File: src/bpcs_pkg.sv
// constants and types shared by the primary command and status bank
package bpcs_pkg;

  // ----------------------------------------------------------------
  // register map
  // ----------------------------------------------------------------
  localparam logic [7:0]  CMD_OFFSET   = 8'h04;
  localparam logic [7:0]  STS_OFFSET   = 8'h06;
  localparam logic [15:0] CMD_RESET    = 16'h0000;
  localparam logic [15:0] STS_RESET    = 16'h0020;
  localparam logic [15:0] CMD_WMASK    = 16'h0147;
  localparam logic [15:0] CMD_RO_ZERO  = 16'h02B8;
  localparam logic [15:0] STS_W1C_MASK = 16'hF900;
  localparam logic [15:0] READ_NONE    = 16'h0000;

  // ----------------------------------------------------------------
  // command field positions
  // ----------------------------------------------------------------
  localparam int CMD_IO_BIT     = 0;
  localparam int CMD_MEM_BIT    = 1;
  localparam int CMD_MASTER_BIT = 2;
  localparam int CMD_PERR_BIT   = 6;
  localparam int CMD_SERR_BIT   = 8;
  localparam int CMD_FBB_BIT    = 9;

  // ----------------------------------------------------------------
  // status field positions
  // ----------------------------------------------------------------
  localparam int STS_PAR_SEEN_BIT    = 15;
  localparam int STS_SERR_SENT_BIT   = 14;
  localparam int STS_MABORT_GOT_BIT  = 13;
  localparam int STS_TABORT_GOT_BIT  = 12;
  localparam int STS_TABORT_SENT_BIT = 11;
  localparam int STS_INIT_PAR_BIT    = 8;
  localparam int STS_FBB_BIT         = 7;

  // ----------------------------------------------------------------
  // system error cycle sequencer
  // ----------------------------------------------------------------
  typedef enum logic [1:0] {
    SERR_IDLE = 2'b01,
    SERR_SEND = 2'b10
  } bpcs_serr_state_t;

endpackage

File: src/bpcs_flag_if.sv
// carrier between the register bank and its sticky flag store
`timescale 1ns/100ps
interface bpcs_flag_if;
  logic [15:0] set;
  logic [15:0] clr;
  logic [15:0] flags;

  modport owner (
    input  set,
    input  clr,
    output flags
  );

  modport user (
    output set,
    output clr,
    input  flags
  );
endinterface

File: src/bpcs_status_flags.sv
// write-one-to-clear sticky flag store for the primary status register
`timescale 1ns/100ps
module bpcs_status_flags (
  input  wire logic   clock_in,
  input  wire logic   reset_in,
  input  wire logic   enable_in,
  bpcs_flag_if.owner  flag_port
);
  import bpcs_pkg::*;

  logic [15:0] flags_reg;
  logic [15:0] flags_next;

  // ----------------------------------------------------------------
  // flag update
  // ----------------------------------------------------------------
  // set is applied after clear so a same-cycle event is never lost
  always_comb begin
    flags_next = flags_reg;
    if (enable_in) begin
      flags_next = (flags_reg & ~flag_port.clr) | flag_port.set;
      flags_next = flags_next & STS_W1C_MASK;
    end
  end

  always_ff @(posedge clock_in or posedge reset_in) begin
    if (reset_in) begin
      flags_reg <= STS_RESET & STS_W1C_MASK;
    end else begin
      flags_reg <= flags_next;
    end
  end

  assign flag_port.flags = flags_reg;
endmodule

File: src/bpcs_primary_regs.sv
// primary side command and status registers of the hub-to-PCI bridge
`timescale 1ns/100ps
module bpcs_primary_regs (
  input  wire logic        clock_in,
  input  wire logic        reset_in,
  input  wire logic        enable_in,
  input  wire logic        cfg_write_in,
  input  wire logic        cfg_read_in,
  input  wire logic [7:0]  cfg_addr_in,
  input  wire logic [1:0]  cfg_byte_en_in,
  input  wire logic [15:0] cfg_wdata_in,
  output logic      [15:0] cfg_rdata_out,
  output logic             cfg_rvalid_out,
  input  wire logic        hub_mem_req_in,
  input  wire logic        hub_io_req_in,
  output logic             hub_mem_claim_out,
  output logic             hub_io_claim_out,
  input  wire logic        pci_req_in,
  output logic             pci_claim_out,
  output logic             upstream_start_out,
  input  wire logic        hub_parity_err_in,
  input  wire logic        hub_initiator_in,
  output logic             parity_report_out,
  input  wire logic        master_abort_got_in,
  input  wire logic        target_abort_got_in,
  input  wire logic        target_abort_sent_in,
  input  wire logic        abort_serr_route_in,
  input  wire logic        sys_err_req_in,
  output logic             serr_cycle_req_out,
  input  wire logic        serr_cycle_ack_in,
  output logic      [15:0] command_out
);
  import bpcs_pkg::*;

  // ----------------------------------------------------------------
  // helpers
  // ----------------------------------------------------------------
  // registers are 16 bits wide, so the low address bit selects nothing
  function automatic logic addr_hits(input logic [7:0] addr,
                                     input logic [7:0] offset);
    addr_hits = (addr[7:1] == offset[7:1]);
  endfunction

  function automatic logic [15:0] merge_bytes(input logic [15:0] old_val,
                                              input logic [15:0] new_val,
                                              input logic [1:0]  be);
    merge_bytes = old_val;
    if (be[0]) begin
      merge_bytes[7:0] = new_val[7:0];
    end
    if (be[1]) begin
      merge_bytes[15:8] = new_val[15:8];
    end
  endfunction

  // ----------------------------------------------------------------
  // declarations
  // ----------------------------------------------------------------
  logic [15:0]       cmd_reg;
  logic [15:0]       cmd_next;
  logic [15:0]       rdata_reg;
  logic [15:0]       rdata_next;
  logic              rvalid_reg;
  logic              rvalid_next;
  bpcs_serr_state_t  serr_state_reg;
  bpcs_serr_state_t  serr_state_next;
  logic              serr_pend_reg;
  logic              serr_pend_next;
  logic              cmd_wr;
  logic              sts_wr;
  logic              serr_cause;
  logic              serr_taken;
  logic [15:0]       status_view;
  logic [15:0]       sts_set;
  logic [15:0]       sts_clr;

  bpcs_flag_if flag_bus ();

  bpcs_status_flags u_flags (
    .clock_in  (clock_in),
    .reset_in  (reset_in),
    .enable_in (enable_in),
    .flag_port (flag_bus)
  );

  assign cmd_wr = enable_in && cfg_write_in && addr_hits(cfg_addr_in, CMD_OFFSET);
  assign sts_wr = enable_in && cfg_write_in && addr_hits(cfg_addr_in, STS_OFFSET);

  // ----------------------------------------------------------------
  // command register
  // ----------------------------------------------------------------
  // only the five control bits are stored; everything else is hardwired
  always_comb begin
    cmd_next = cmd_reg;
    if (cmd_wr) begin
      cmd_next = merge_bytes(cmd_reg, cfg_wdata_in, cfg_byte_en_in) & CMD_WMASK;
    end
  end

  always_ff @(posedge clock_in or posedge reset_in) begin
    if (reset_in) begin
      cmd_reg <= CMD_RESET;
    end else begin
      cmd_reg <= cmd_next;
    end
  end

  assign command_out = cmd_reg;

  // ----------------------------------------------------------------
  // cycle decode gating
  // ----------------------------------------------------------------
  // kept combinational so the claim lands in the request's own cycle
  assign hub_mem_claim_out  = hub_mem_req_in && cmd_reg[CMD_MEM_BIT];
  assign hub_io_claim_out   = hub_io_req_in && cmd_reg[CMD_IO_BIT];
  assign pci_claim_out      = pci_req_in && cmd_reg[CMD_MASTER_BIT];
  assign upstream_start_out = pci_req_in && cmd_reg[CMD_MASTER_BIT];
  assign parity_report_out  = hub_parity_err_in && cmd_reg[CMD_PERR_BIT];

  // ----------------------------------------------------------------
  // system error cycle sequencer
  // ----------------------------------------------------------------
  // a cause seen while a cycle is in flight waits in the pending bit
  assign serr_cause = sys_err_req_in || (target_abort_got_in && abort_serr_route_in);

  always_comb begin
    serr_state_next = serr_state_reg;
    serr_pend_next  = serr_pend_reg;
    if (enable_in) begin
      if (serr_cause && cmd_reg[CMD_SERR_BIT]) begin
        serr_pend_next = 1'b1;
      end
      if (!cmd_reg[CMD_SERR_BIT]) begin
        serr_pend_next = 1'b0;
      end
      case (serr_state_reg)
        SERR_IDLE: begin
          if (serr_pend_reg && cmd_reg[CMD_SERR_BIT]) begin
            serr_state_next = SERR_SEND;
            serr_pend_next  = serr_cause;
          end
        end
        SERR_SEND: begin
          // dropping the enable withdraws a request not yet taken
          if (serr_taken || !cmd_reg[CMD_SERR_BIT]) begin
            serr_state_next = SERR_IDLE;
          end
        end
        default: begin
          serr_state_next = SERR_IDLE;
          serr_pend_next  = 1'b0;
        end
      endcase
    end
  end

  always_ff @(posedge clock_in or posedge reset_in) begin
    if (reset_in) begin
      serr_state_reg <= SERR_IDLE;
      serr_pend_reg  <= 1'b0;
    end else begin
      serr_state_reg <= serr_state_next;
      serr_pend_reg  <= serr_pend_next;
    end
  end

  assign serr_cycle_req_out = (serr_state_reg == SERR_SEND) && cmd_reg[CMD_SERR_BIT];
  assign serr_taken = enable_in && serr_cycle_req_out && serr_cycle_ack_in;

  // ----------------------------------------------------------------
  // status events and clears
  // ----------------------------------------------------------------
  always_comb begin
    sts_set = 16'h0000;
    sts_clr = 16'h0000;
    sts_set[STS_PAR_SEEN_BIT]    = hub_parity_err_in;
    sts_set[STS_SERR_SENT_BIT]   = serr_taken;
    sts_set[STS_MABORT_GOT_BIT]  = master_abort_got_in;
    sts_set[STS_TABORT_GOT_BIT]  = target_abort_got_in;
    sts_set[STS_TABORT_SENT_BIT] = target_abort_sent_in;
    sts_set[STS_INIT_PAR_BIT]    = hub_parity_err_in && hub_initiator_in
                                   && cmd_reg[CMD_PERR_BIT];
    if (sts_wr) begin
      sts_clr = merge_bytes(16'h0000, cfg_wdata_in, cfg_byte_en_in) & STS_W1C_MASK;
    end
  end

  assign flag_bus.set = sts_set & STS_W1C_MASK;
  assign flag_bus.clr = sts_clr;

  // fixed bits ride on top of the sticky flags; bit 7 stays clear
  assign status_view = (flag_bus.flags & STS_W1C_MASK) | STS_RESET;

  // ----------------------------------------------------------------
  // configuration read port
  // ----------------------------------------------------------------
  always_comb begin
    rdata_next  = rdata_reg;
    rvalid_next = rvalid_reg;
    if (enable_in) begin
      rvalid_next = cfg_read_in;
      if (cfg_read_in) begin
        if (addr_hits(cfg_addr_in, CMD_OFFSET)) begin
          rdata_next = cmd_reg & ~CMD_RO_ZERO;
        end else if (addr_hits(cfg_addr_in, STS_OFFSET)) begin
          rdata_next = status_view;
        end else begin
          rdata_next = READ_NONE;
        end
      end
    end
  end

  always_ff @(posedge clock_in or posedge reset_in) begin
    if (reset_in) begin
      rdata_reg  <= READ_NONE;
      rvalid_reg <= 1'b0;
    end else begin
      rdata_reg  <= rdata_next;
      rvalid_reg <= rvalid_next;
    end
  end

  assign cfg_rdata_out  = rdata_reg;
  assign cfg_rvalid_out = rvalid_reg;
endmodule

File: config.mk
export PLATFORM = sky130hd
export DESIGN_NAME = bpcs_primary_regs
export DESIGN_NICKNAME = d
export VERILOG_FILES = /design/src/bpcs_pkg.sv /design/src/bpcs_flag_if.sv /design/src/bpcs_status_flags.sv /design/src/bpcs_primary_regs.sv
export SDC_FILE = /design/constraint.sdc
export NUM_CORES = 1
export LEC_CHECK = 0
export BUFFER_PORTS_ARGS = -buffer_cell sky130_fd_sc_hd__buf_4
export CORE_MARGIN = 4
export CORE_UTILIZATION = 43
export CTS_CLUSTER_SIZE = 14
export DETAILED_ROUTE_END_ITERATION = 12
export PLACE_DENSITY = 0.79
export SYNTH_ARGS = -nofsm -noshare
export SYNTH_HDL_FRONTEND = slang
export SYNTH_SLANG_ARGS = --single-unit
export TNS_END_PERCENT = 50
File: constraint.sdc
create_clock -name clock_in -period 2.3 [get_ports clock_in]
set_input_delay 0.115 -clock clock_in [delete_from_list [all_inputs] [get_ports clock_in]]
set_output_delay 0.115 -clock clock_in [all_outputs]
set_load 0.02 [all_outputs]
Yosys cells after proc, flatten, opt, wreduce, memory -nomap -nowiden
Index checks and enable logic that the tools add are counted.

word-level totals
  word-level logic and storage cells = 49
  register bits = 31

operators by class
  reductions and logical operators = 22
  mux-type cells = 11
  bitwise gates (word level) = 3
  eq/ne operators = 6

operator list
  kind                                                                   count
  16-bit two-way mux                                                     3
  16-bit bitwise AND                                                     1
  16-bit inverter                                                        1
  16-bit bitwise OR                                                      1
  1-bit logical AND                                                      15
  7-bit by 2-bit equality test with 1-bit output, second input constant  2
  8-bit two-way mux                                                      1
  2-bit AND reduction                                                    3
  2-bit two-way mux                                                      2
  2-bit inequality test, second input constant                           2
  2-bit case mux with 2 select lines                                     1
  1-bit two-way mux                                                      3
  3-bit AND reduction                                                    1
  2-bit by 1-bit equality test with 1-bit output, second input constant  1
  2-bit equality test, second input constant                             1
  1-bit logical OR                                                       2
  1-bit case mux with 2 select lines                                     1
  1-bit zero test                                                        1

Depth between registers and ports, before layout
Gate-level depths: netlist (run 1).

  word-level depth = 7
  depth in mapped cells = 5
  gate-level depth less buffers = 5

Cells and area by module
A second synthesis (run 1) with hierarchy kept.

second synthesis, totals
  cell total of the unflattened synthesis = 153
  area, all modules = 1448.9 um^2

modules (own cells, without submodules)
  module             area an instance (um^2)  sequential area each (um^2)  times used  cells an instance
  bpcs_primary_regs  1127.3                   501.7                        1           122
  bpcs_status_flags  321.6                    150.1                        1           31

Worst setup path before layout (run 1)
OpenSTA, ideal clock, no wires.

  path kind = flip-flop to flip-flop
  start = register serr_state_reg[0]
  end = register serr_state_reg[1]
  arrival time = 1700 ps
  required time = 2172 ps
  cell stages (with the launch flop) = 6
  buffers on the path = 0
  slack = 472 ps
  library setup time = 128 ps
  cell sequence = dfstp_2 > inv_1 > ha_1 > and2_1 > a221o_1 > mux2_1

on the way
  cells in the longest elaborated chain, start to end = 7

RTL lines
  element                                 line                      text
  from (decl)                             bpcs_primary_regs.sv:65   bpcs_serr_state_t serr_state_reg;
  from (signal assigned)                  bpcs_primary_regs.sv:162  serr_state_reg <= serr_state_next;
  2-bit equality test                     bpcs_primary_regs.sv:167  assign serr_cycle_req_out = (serr_state_reg == SERR_SEND) && cmd_reg[CMD_SERR_BIT];
  1-bit logical AND                       bpcs_primary_regs.sv:167
  named net serr_cycle_req_out            bpcs_primary_regs.sv:29   output logic serr_cycle_req_out,
  1-bit logical AND (2 in a row)          bpcs_primary_regs.sv:168  assign serr_taken = enable_in && serr_cycle_req_out && serr_cycle_ack_in;
  1-bit logical OR                        bpcs_primary_regs.sv:145  if (serr_taken || !cmd_reg[CMD_SERR_BIT]) begin
  2-bit inequality test (no source line)  --
  3-bit AND reduction (no source line)    --

The timed path passes the listed nets, and every way through them passes these cells.
A chain may end at the register's enable or synchronous reset.

Worst setup path after layout (run 1)
  start = register serr_state_reg[0]
  end = register serr_state_reg[1]

on the way
  cells in the longest elaborated chain, start to end = 7

RTL lines
  element                                 line
  2-bit equality test                     bpcs_primary_regs.sv:136, bpcs_primary_regs.sv:167
  1-bit logical AND                       bpcs_primary_regs.sv:167
  1-bit logical AND (2 in a row)          bpcs_primary_regs.sv:168
  1-bit logical OR                        bpcs_primary_regs.sv:145
  2-bit inequality test (no source line)  --
  3-bit AND reduction (no source line)    --

Parallel ways exist; a longest one is shown, timed or not.

==> results list, run 1 <==
- Final hold analysis gives a worst-case slack of around 0.11 ps.
- Area leader, netlist: sky130_fd_sc_hd__dfrtp_1
* Number of different library cells in the post-synthesis netlist: 31
- The tightest min-delay check is of the input port to async pin type.
- Post-cts gate resize count: 0
* First-pass GRT wire length: roughly 5200 µm
- PnR worst setup slack: approximately 450 ps
* Max_slew headroom: between 30% and 40%
- Number of setup violations in the final report: 0
- Setup fix buffers added after clock tree synthesis: 0
- In this run, flip-flops and latches consume 54.4% of the power.
- The clock network is responsible for about a fifth of the overall power.
- Clock buffer count from CTS: 3
- Clock tree buffer depth: 2
- The floorplan has 20 rows.
* Vias per Instance: between 4 and 5
- Max Clock Freq: 540.7 MHz
- Switching Fraction: between 20 and 30%
- Vias in the first global route: between 1000 and 1500
- Compared with the post-synthesis result, the final layout area differs by 32.55%.
- The die is approximately 65 µm tall.
- The floorplan step set the die width to between 60 and 70 µm.
- For this configuration, the core starts out at a cell density of about 45%.
- Routed wire length: about 3300 µm
- Combinational logic burns about 25% of the power.
- Final Max Slew Viols: 0
* Synth Instances: 140
- Overall power consumption after layout is estimated at around 0.00093 W.
* Reg2reg path depth: 5
- Critical Path AT: approximately 2000 ps
- The core region is between 0.003 and 0.004 mm².
* Root Driver: sky130_fd_sc_hd__clkbuf_4
* Switch Pwr: ~0.00027 W
- Entering global routing, the biggest net connects 27 pins.
- Half-perimeter wire length after placement: ~2700 µm
- Kind of start point of the critical path: flip-flop
* Drt initial violations: 64
- The worst setup path is captured at a flip-flop.
* Worst Clk Skew: about 5.2 ps
- Vias after detailed routing: about 1200
* Final hold violation count: 0
- Worst-path fanout max: 4
- During synthesis, Yosys emitted a total of 0 warnings.
* Max H-tree Level: 1
* Number of synthesized register bits: 26
- Worst slack after detailed placement: roughly 470 ps
- The analysis attributes to cell leakage a power of roughly 0.94 nW.
* RSZ-0062 raised after global routing: no
* Post-Synthesis Mean Instance Area: approximately 9.9 µm²
- Clock transition at the registers of the reported paths: about 130 ps
- Sum of negative setup slack: 0 ps
- Final critical-path share of the clock period: 80.41%
* Overflow left after global routing: 0
- The die covers roughly 0.0042 mm².
- Cell types with the largest area share after synthesis: sky130_fd_sc_hd__dfrtp_1 45%, sky130_fd_sc_hd__buf_4 9.2%, sky130_fd_sc_hd__nand2_1 7.3%, sky130_fd_sc_hd__o21ai_0 4.3%, sky130_fd_sc_hd__mux2_4 4.3%
* Cell Area, Placed: 0.001783 mm²
* Clock tree from TritonCTS: done
- Share of the yosys chip area belonging to registers: ~47%
* Number of nets with antenna violations after detailed routing: 0
* Share of the synthesized area in the top cell type: roughly 45%
- Post-route standard cell area excluding fillers: about 0.0018 mm²
- Pin placement for this block handled just over 80 I/O pins.
* Internal Pwr Total: 0.0006564 W
- Clock sinks: 26
* Flip-flop count of the largest register, all copies and words added: 11
* Total power density per cell area: between 500 and 600 mW/mm²
- The repair_antennas step left the layout with diodes totalling 0.
- Max Cap Violations: 0
- Critical Path RT: between 2000 and 3000 ps
* Detailed-routing iteration count for the pre-antenna-repair pass: 4
- Across the VDD grid, the largest voltage drop is 0.2173 mV.
- In the final routed layout, each cell accounts on average for between 10 and 15 µm.
* Period minus WS final: 1849 ps
- At the pin with the least slew margin, the transition time is 941.0 ps.
- For this run, the post-layout net count is between 200 and 250.
- The setup path with the least slack is of type flip-flop to flip-flop.
- Port-buffer cells: 57
- Number of antenna violations at the first check in global routing: 0
- Post-synthesis instance area: between 0.001 and 0.0015 mm²
- Status: complete, no violations
- Across every metal layer, demand over resource in global routing totals approximately 16%.
* Share of post-route cells with drive strength above 1: a little over a third
- RePlAce Congestion: ~0.79
- For the worst-skew pair, the clock arrives at the later sink with an insertion delay of just over 300 ps.
* # DRC: 0
critical path, stage by stage (launching register included):
cell and delay (ps):
sky130_fd_sc_hd__dfstp_2 560, sky130_fd_sc_hd__inv_1 60, sky130_fd_sc_hd__ha_1 230, sky130_fd_sc_hd__and2_1 190, sky130_fd_sc_hd__a221o_1 390, sky130_fd_sc_hd__mux2_1 320
worst paths after layout:
kind,start,end,slack [ps]
setup / recovery,serr_state_reg[0],serr_state_reg[1],450
hold / removal,reset_in,cfg_rdata_out[11],0.1
setup reg to reg,serr_state_reg[0],serr_state_reg[1],450
hold reg to reg,cfg_rdata_out[15],cfg_rdata_out[15],500
max in group asynchronous,reset_in,command_out[8],1720
min in group clock_in,cfg_wdata_in[12],u_flags.flag_port.flags[12],10
layer usage:
metal	vias up	part of all wire (%)	global-route usage, %
met5	-	0	0
met4	0	2.2	6.069
met3	8	6.0	2.426
met2	43	53	30.01
met1	558	39	17.31
li1	562	-	-
synth_stat cells:
master and number:
sky130_fd_sc_hd__ha_1 2, sky130_fd_sc_hd__a2bb2oi_1 2, sky130_fd_sc_hd__buf_4 17, sky130_fd_sc_hd__and3_1 2
sky130_fd_sc_hd__nand3_2 1, sky130_fd_sc_hd__and3_2 1, sky130_fd_sc_hd__clkbuf_1 3, sky130_fd_sc_hd__mux2_1 2
sky130_fd_sc_hd__dfrtp_1 25, sky130_fd_sc_hd__nor4b_4 1, sky130_fd_sc_hd__mux2_4 4, sky130_fd_sc_hd__conb_1 1
sky130_fd_sc_hd__a221o_1 1, sky130_fd_sc_hd__dfstp_2 1, sky130_fd_sc_hd__o21ai_0 12, sky130_fd_sc_hd__nand3_1 4
sky130_fd_sc_hd__inv_1 8, sky130_fd_sc_hd__nand3_4 1, sky130_fd_sc_hd__a21oi_1 5, sky130_fd_sc_hd__nand2_1 27
sky130_fd_sc_hd__and2_1 6, sky130_fd_sc_hd__nand4_1 2, sky130_fd_sc_hd__a41oi_1 4, sky130_fd_sc_hd__a21o_1 1
sky130_fd_sc_hd__nor3_1 1, sky130_fd_sc_hd__a32o_1 1, sky130_fd_sc_hd__o31ai_2 1, sky130_fd_sc_hd__mux2_2 1
sky130_fd_sc_hd__nor2_1 1, sky130_fd_sc_hd__mux2i_1 1, sky130_fd_sc_hd__buf_2 1
placed cells by master, fill, tap and decap left out:
cell | netlist | layout
sky130_fd_sc_hd__dlygate4sd3_1 | 0 | 3
sky130_fd_sc_hd__nand3_1 | 4 | 4
sky130_fd_sc_hd__nand2_1 | 27 | 27
sky130_fd_sc_hd__conb_1 | 1 | 16
sky130_fd_sc_hd__mux2_2 | 1 | 1
sky130_fd_sc_hd__nand4_1 | 2 | 2
sky130_fd_sc_hd__and3_1 | 2 | 2
sky130_fd_sc_hd__dfstp_2 | 1 | 1
sky130_fd_sc_hd__and2_1 | 6 | 6
sky130_fd_sc_hd__nand3_2 | 1 | 1
sky130_fd_sc_hd__buf_4 | 17 | 57
sky130_fd_sc_hd__dfrtp_1 | 25 | 25
sky130_fd_sc_hd__nor3_1 | 1 | 1
sky130_fd_sc_hd__mux2i_1 | 1 | 1
sky130_fd_sc_hd__ha_1 | 2 | 2
sky130_fd_sc_hd__clkbuf_4 | 0 | 3
sky130_fd_sc_hd__a21o_1 | 1 | 1
sky130_fd_sc_hd__inv_1 | 8 | 8
sky130_fd_sc_hd__a41oi_1 | 4 | 4
sky130_fd_sc_hd__nor2_1 | 1 | 1
sky130_fd_sc_hd__mux2_4 | 4 | 4
sky130_fd_sc_hd__o31ai_2 | 1 | 1
sky130_fd_sc_hd__nor4b_4 | 1 | 1
sky130_fd_sc_hd__nand3_4 | 1 | 1
sky130_fd_sc_hd__a21oi_1 | 5 | 5
sky130_fd_sc_hd__a32o_1 | 1 | 1
sky130_fd_sc_hd__and3_2 | 1 | 1
sky130_fd_sc_hd__clkbuf_1 | 3 | 1
sky130_fd_sc_hd__a221o_1 | 1 | 1
sky130_fd_sc_hd__a2bb2oi_1 | 2 | 2
sky130_fd_sc_hd__mux2_1 | 2 | 2
sky130_fd_sc_hd__o21ai_0 | 12 | 12
cell type report:
class / count / area, µm²
Sequential cell: 26 / 651.9
Fill cell: 266 / 1239
Inverter: 8 / 30.03
Multi-Input combinational cell: 100 / 618.1
Clock buffer: 4 / 26.28
Timing Repair Buffer: 60 / 457.9
Tap cell: 44 / 55.05
timing repair:
item,CTS,global route
hold buffers,3,0
hold endpoints to repair,3,0
setup endpoints to repair,0,0
cell families after synthesis:
family | count (synthesis) | share of synthesized area, %
mux | 8 | 7.484
buf+inv | 29 | 12.53
other cells | 1 | 0.2703
compound gates | 27 | 12.80
fa+ha+maj | 2 | 1.803
flops | 26 | 46.98
simple gates | 47 | 18.12
per-stage QoR:
stage,std cells,utilization [%]
finish,242,59.76
global route,242,59.76
CTS,242,59.76
detailed placement,235,57.93
global placement,235,57.93
floorplan,155,-
power by group through the flow:
stage	combinational [W]	clock, W	sequential (W)
2_1_floorplan	0.000152	0	0.000515
3_5_place_dp	0.000228	0	0.000514
3_3_place_gp	0.000209	0	0.000510
6_report	0.000231	0.000192	0.000504
4_1_cts	0.000233	0.000197	0.000505
5_1_grt	0.000253	0.000222	0.000507
Note: power is estimated with default switching activity, not from simulation.
==> run 2, diff against run 1 <==
- clock period: 2.3 -> 1.8 ns (I/O delays scaled with it)
==> results list, run 2 (synthesized netlist as in run 1, its figures left out) <==
- The deepest clock path buffer count was 2 (unchanged).
- Worst IR Drop VDD: 0.2687 mV (was 0.2173 mV)
* Critical Path AT: 1960 ps (was 2050 ps)
* RSZ-0062 raised after global routing: yes (was no)
* Final Max Slew Viols: 0 (unchanged)
- The number of CTS-inserted buffers came to 3 (unchanged).
- ANT cells: 0 (unchanged)
- Worst slack after detailed placement: 33.82 ps (was 472.1 ps)
- Kind of capture point of the worst setup path: flip-flop (unchanged)
- Kind of start point of the critical path: flip-flop (unchanged)
- The fraction of the core area covered by cells at the end of the flow was 63.54% (was 59.76%).
- Vias in the first global route: 1221 (was 1138)
- Layout filler cell count: 260 (was 266)
* Max Clock Freq: 574.1 MHz (was 540.7 MHz)
- Half-perimeter wire length after placement: 2795 µm (was 2702 µm)
* First-pass GRT wire length: 5727 µm (was 5223 µm)
- Slew at the pin closest to its max-slew limit: 510.4 ps (was 941.0 ps)
- Overflow left after global routing: 0 (unchanged)
- The final clock skew came to 6.226 ps (was 5.209 ps).
- The root buffer cell was sky130_fd_sc_hd__clkbuf_4 (unchanged).
- The pin count of the biggest net entering global routing came to 17 (was 27).
- The remaining antenna violation count after routing came to 0 (unchanged).
* Worst-path fanout max: 2 (was 4)
- RePlAce Congestion: 0.7796 (was 0.7896)
- The data required time at the worst endpoint came to 2020 ps (was 2500 ps).
- Library cell contributing the largest single delay on the critical path: sky130_fd_sc_hd__dfstp_2 (unchanged)
- Routed wire length: 3563 µm (was 3344 µm)
- The H-tree depth was 1 (unchanged).
- The y dimension of the die came to 64.81 µm (unchanged).
- Critical setup path kind: flip-flop to flip-flop (unchanged)
* Total Power Consumption: 0.001288 W (was 0.0009273 W)
* Max Cap Violations: 0 (unchanged)
- # DRC: 0 (unchanged)
* Die extent in x: 64.81 µm (unchanged)
- The placed instance area was 0.001808 mm² (was 0.001783 mm²).
- Max_slew headroom: 65.71% (was 37.20%)
* Vias after detailed routing: 1238 (was 1171)
* Post-route standard cell area excluding fillers: 0.001956 mm² (was 0.001839 mm²)
* Drt initial violations: 74 (was 64)
- The final number of setup-violating endpoints is 0 (unchanged).
- Port-buffer cells: 57 (unchanged)
* CP top delay family: flip-flops (unchanged)
* Final critical-path share of the clock period: 96.78% (was 80.41%)
* Status: complete, no violations (unchanged)
- Share of post-route cells with drive strength above 1: 37.32% (was 35.86%)
- The number of buffer and inverter stages on the critical path came to 1 (unchanged).
* Vias per Instance: 4.893 (was 4.839)
* PnR worst setup slack: 58.00 ps (was 450.6 ps)
- The most common cell after layout, fill and taps aside is sky130_fd_sc_hd__buf_4 (unchanged).
* Worst skew pair latency: 320 ps (was 310 ps)
- The count of clock tree sinks was 26 (unchanged).
- The final net count came to 254 (was 243).
- Series of cell instances along the critical path: inv_1 -> ha_1 -> and2_4 -> a221o_1 -> mux2_4 (was inv_1 -> ha_1 -> and2_1 -> a221o_1 -> mux2_1)
- Detail-routed net length per standard cell: 14.08 µm (was 13.82 µm)
* Total global-route track usage: 17.69% (was 15.78%)
- Flip-flop count of the largest register, all copies and words added: 11 (unchanged)
* Final hold violation count: 0 (unchanged)
* Period minus WS final: 1742 ps (was 1849 ps)
- The post-route worst hold slack was 61.25 ps (was 0.1095 ps).
- The number of iterations in the first detailed-routing pass came to 4 (unchanged).
* P&R area growth vs syn: 40.94% (was 32.55%)
- Core Region: 0.003078 mm² (unchanged)
- Row count: 20 (unchanged)
- The stage delay of the slowest cell on the critical path came to 570 ps (was 560 ps).
* Area enclosed by the die boundary: 0.004200 mm² (unchanged)
- The initial core utilization is 45.08% (unchanged).
- Total power density per cell area: 658.5 mW/mm² (was 504.2 mW/mm²)
* Type of the worst min-delay path: input port to flip-flop (was input port to async pin)
- The static power due to leakage is 1.003 nW (was 0.9432 nW).
* Clock tree from TritonCTS: done (unchanged)
- Top library cells by usage in the layout, fill and taps aside: 61 x sky130_fd_sc_hd__buf_4, 27 x sky130_fd_sc_hd__nand2_1, 25 x sky130_fd_sc_hd__dfrtp_1 (was 57 x sky130_fd_sc_hd__buf_4, 27 x sky130_fd_sc_hd__nand2_1, 25 x sky130_fd_sc_hd__dfrtp_1)
- The initial antenna violation count is 0 (unchanged).
* Number of ports placed on the die boundary: 81 (unchanged)
- The clock-pin slew reported for the worst setup and hold paths after clock tree synthesis came to 130 ps (about the same).
-- run 2: cell count changes in the layout (fill, tap and decap cells not counted) --
cell                            previous run  this run
sky130_fd_sc_hd__dlygate4sd3_1             3        10
sky130_fd_sc_hd__buf_4                    57        61
sky130_fd_sc_hd__and2_1                    6         5
sky130_fd_sc_hd__and2_4                    0         1
sky130_fd_sc_hd__clkbuf_1                  1         0
sky130_fd_sc_hd__clkbuf_8                  0         1
sky130_fd_sc_hd__mux2_1                    2         1
sky130_fd_sc_hd__mux2_4                    4         5
-- run 2: path summary, 6_finish.rpt --
kind / from / endpoint / slack, ps / cells past startpoint
max: serr_state_reg[0] / serr_state_reg[1] / 60 / 5
min: cfg_wdata_in[14] / u_flags.flag_port.flags[14] / 60 / 3
max reg2reg: serr_state_reg[0] / serr_state_reg[1] / 60 / 5
min reg2reg: cfg_rdata_out[0] / cfg_rdata_out[0] / 500 / 2
max in group asynchronous: reset_in / serr_state_reg[0] / 990 / 4
min in group asynchronous: reset_in / cfg_rdata_out[5] / 270 / 3
-- run 2: through the flow --
| stage | cells | setup TNS [ps] |
|---|---|---|
| 5_1_grt | 253 | -21.57 |
| 3_3_place_gp | 238 | 0 |
| 2_1_floorplan | 155 | 0 |
| 3_5_place_dp | 238 | 0 |
| 6_report | 253 | 0 |
| 4_1_cts | 252 | 0 |
-- run 2: cell type report --
| cell class | count | area (µm²) | area share, % |
|---|---|---|---|
| flip-flops and latches | 26 | 651.9 | 33.33 |
| multi-input cells | 100 | 624.3 | 31.93 |
| repair buffers | 71 | 558.0 | 28.53 |
| well taps | 44 | 55.05 | 2.815 |
| clock buffers | 4 | 36.28 | 1.855 |
| inverters | 8 | 30.03 | 1.536 |
-- run 2: timing repair --
item                                    4_1_cts  5_1_grt
hold buffers                                 10        0
endpoints found under the hold margin        17        0
endpoints found under the setup margin        0        1
setup buffers                                 0        1
resized for setup                             0        1
-- run 2: layer usage --
| metal | share of wire (%) | global-route usage (%) | up-vias |
|---|---|---|---|
| li1 | - | - | 583 |
| met1 | 38 | 21.26 | 595 |
| met2 | 54 | 31.29 | 53 |
| met3 | 5.9 | 2.253 | 7 |
| met4 | 2.4 | 7.916 | 0 |
| met5 | 0 | 0 | - |
-- run 2: power by group --
| group | internal [W] | switching (W) | total [W] |
|---|---|---|---|
| clock | 0.000124 | 0.000171 | 0.000295 |
| sequential | 0.000623 | 0.0000244 | 0.000647 |
| combinational | 0.000172 | 0.000173 | 0.000346 |
-- run 2: tightest hold or removal path: stages --
cell and delay [ps]:
sky130_fd_sc_hd__buf_4 80, sky130_fd_sc_hd__nand3_1 60, sky130_fd_sc_hd__a2bb2oi_1 130
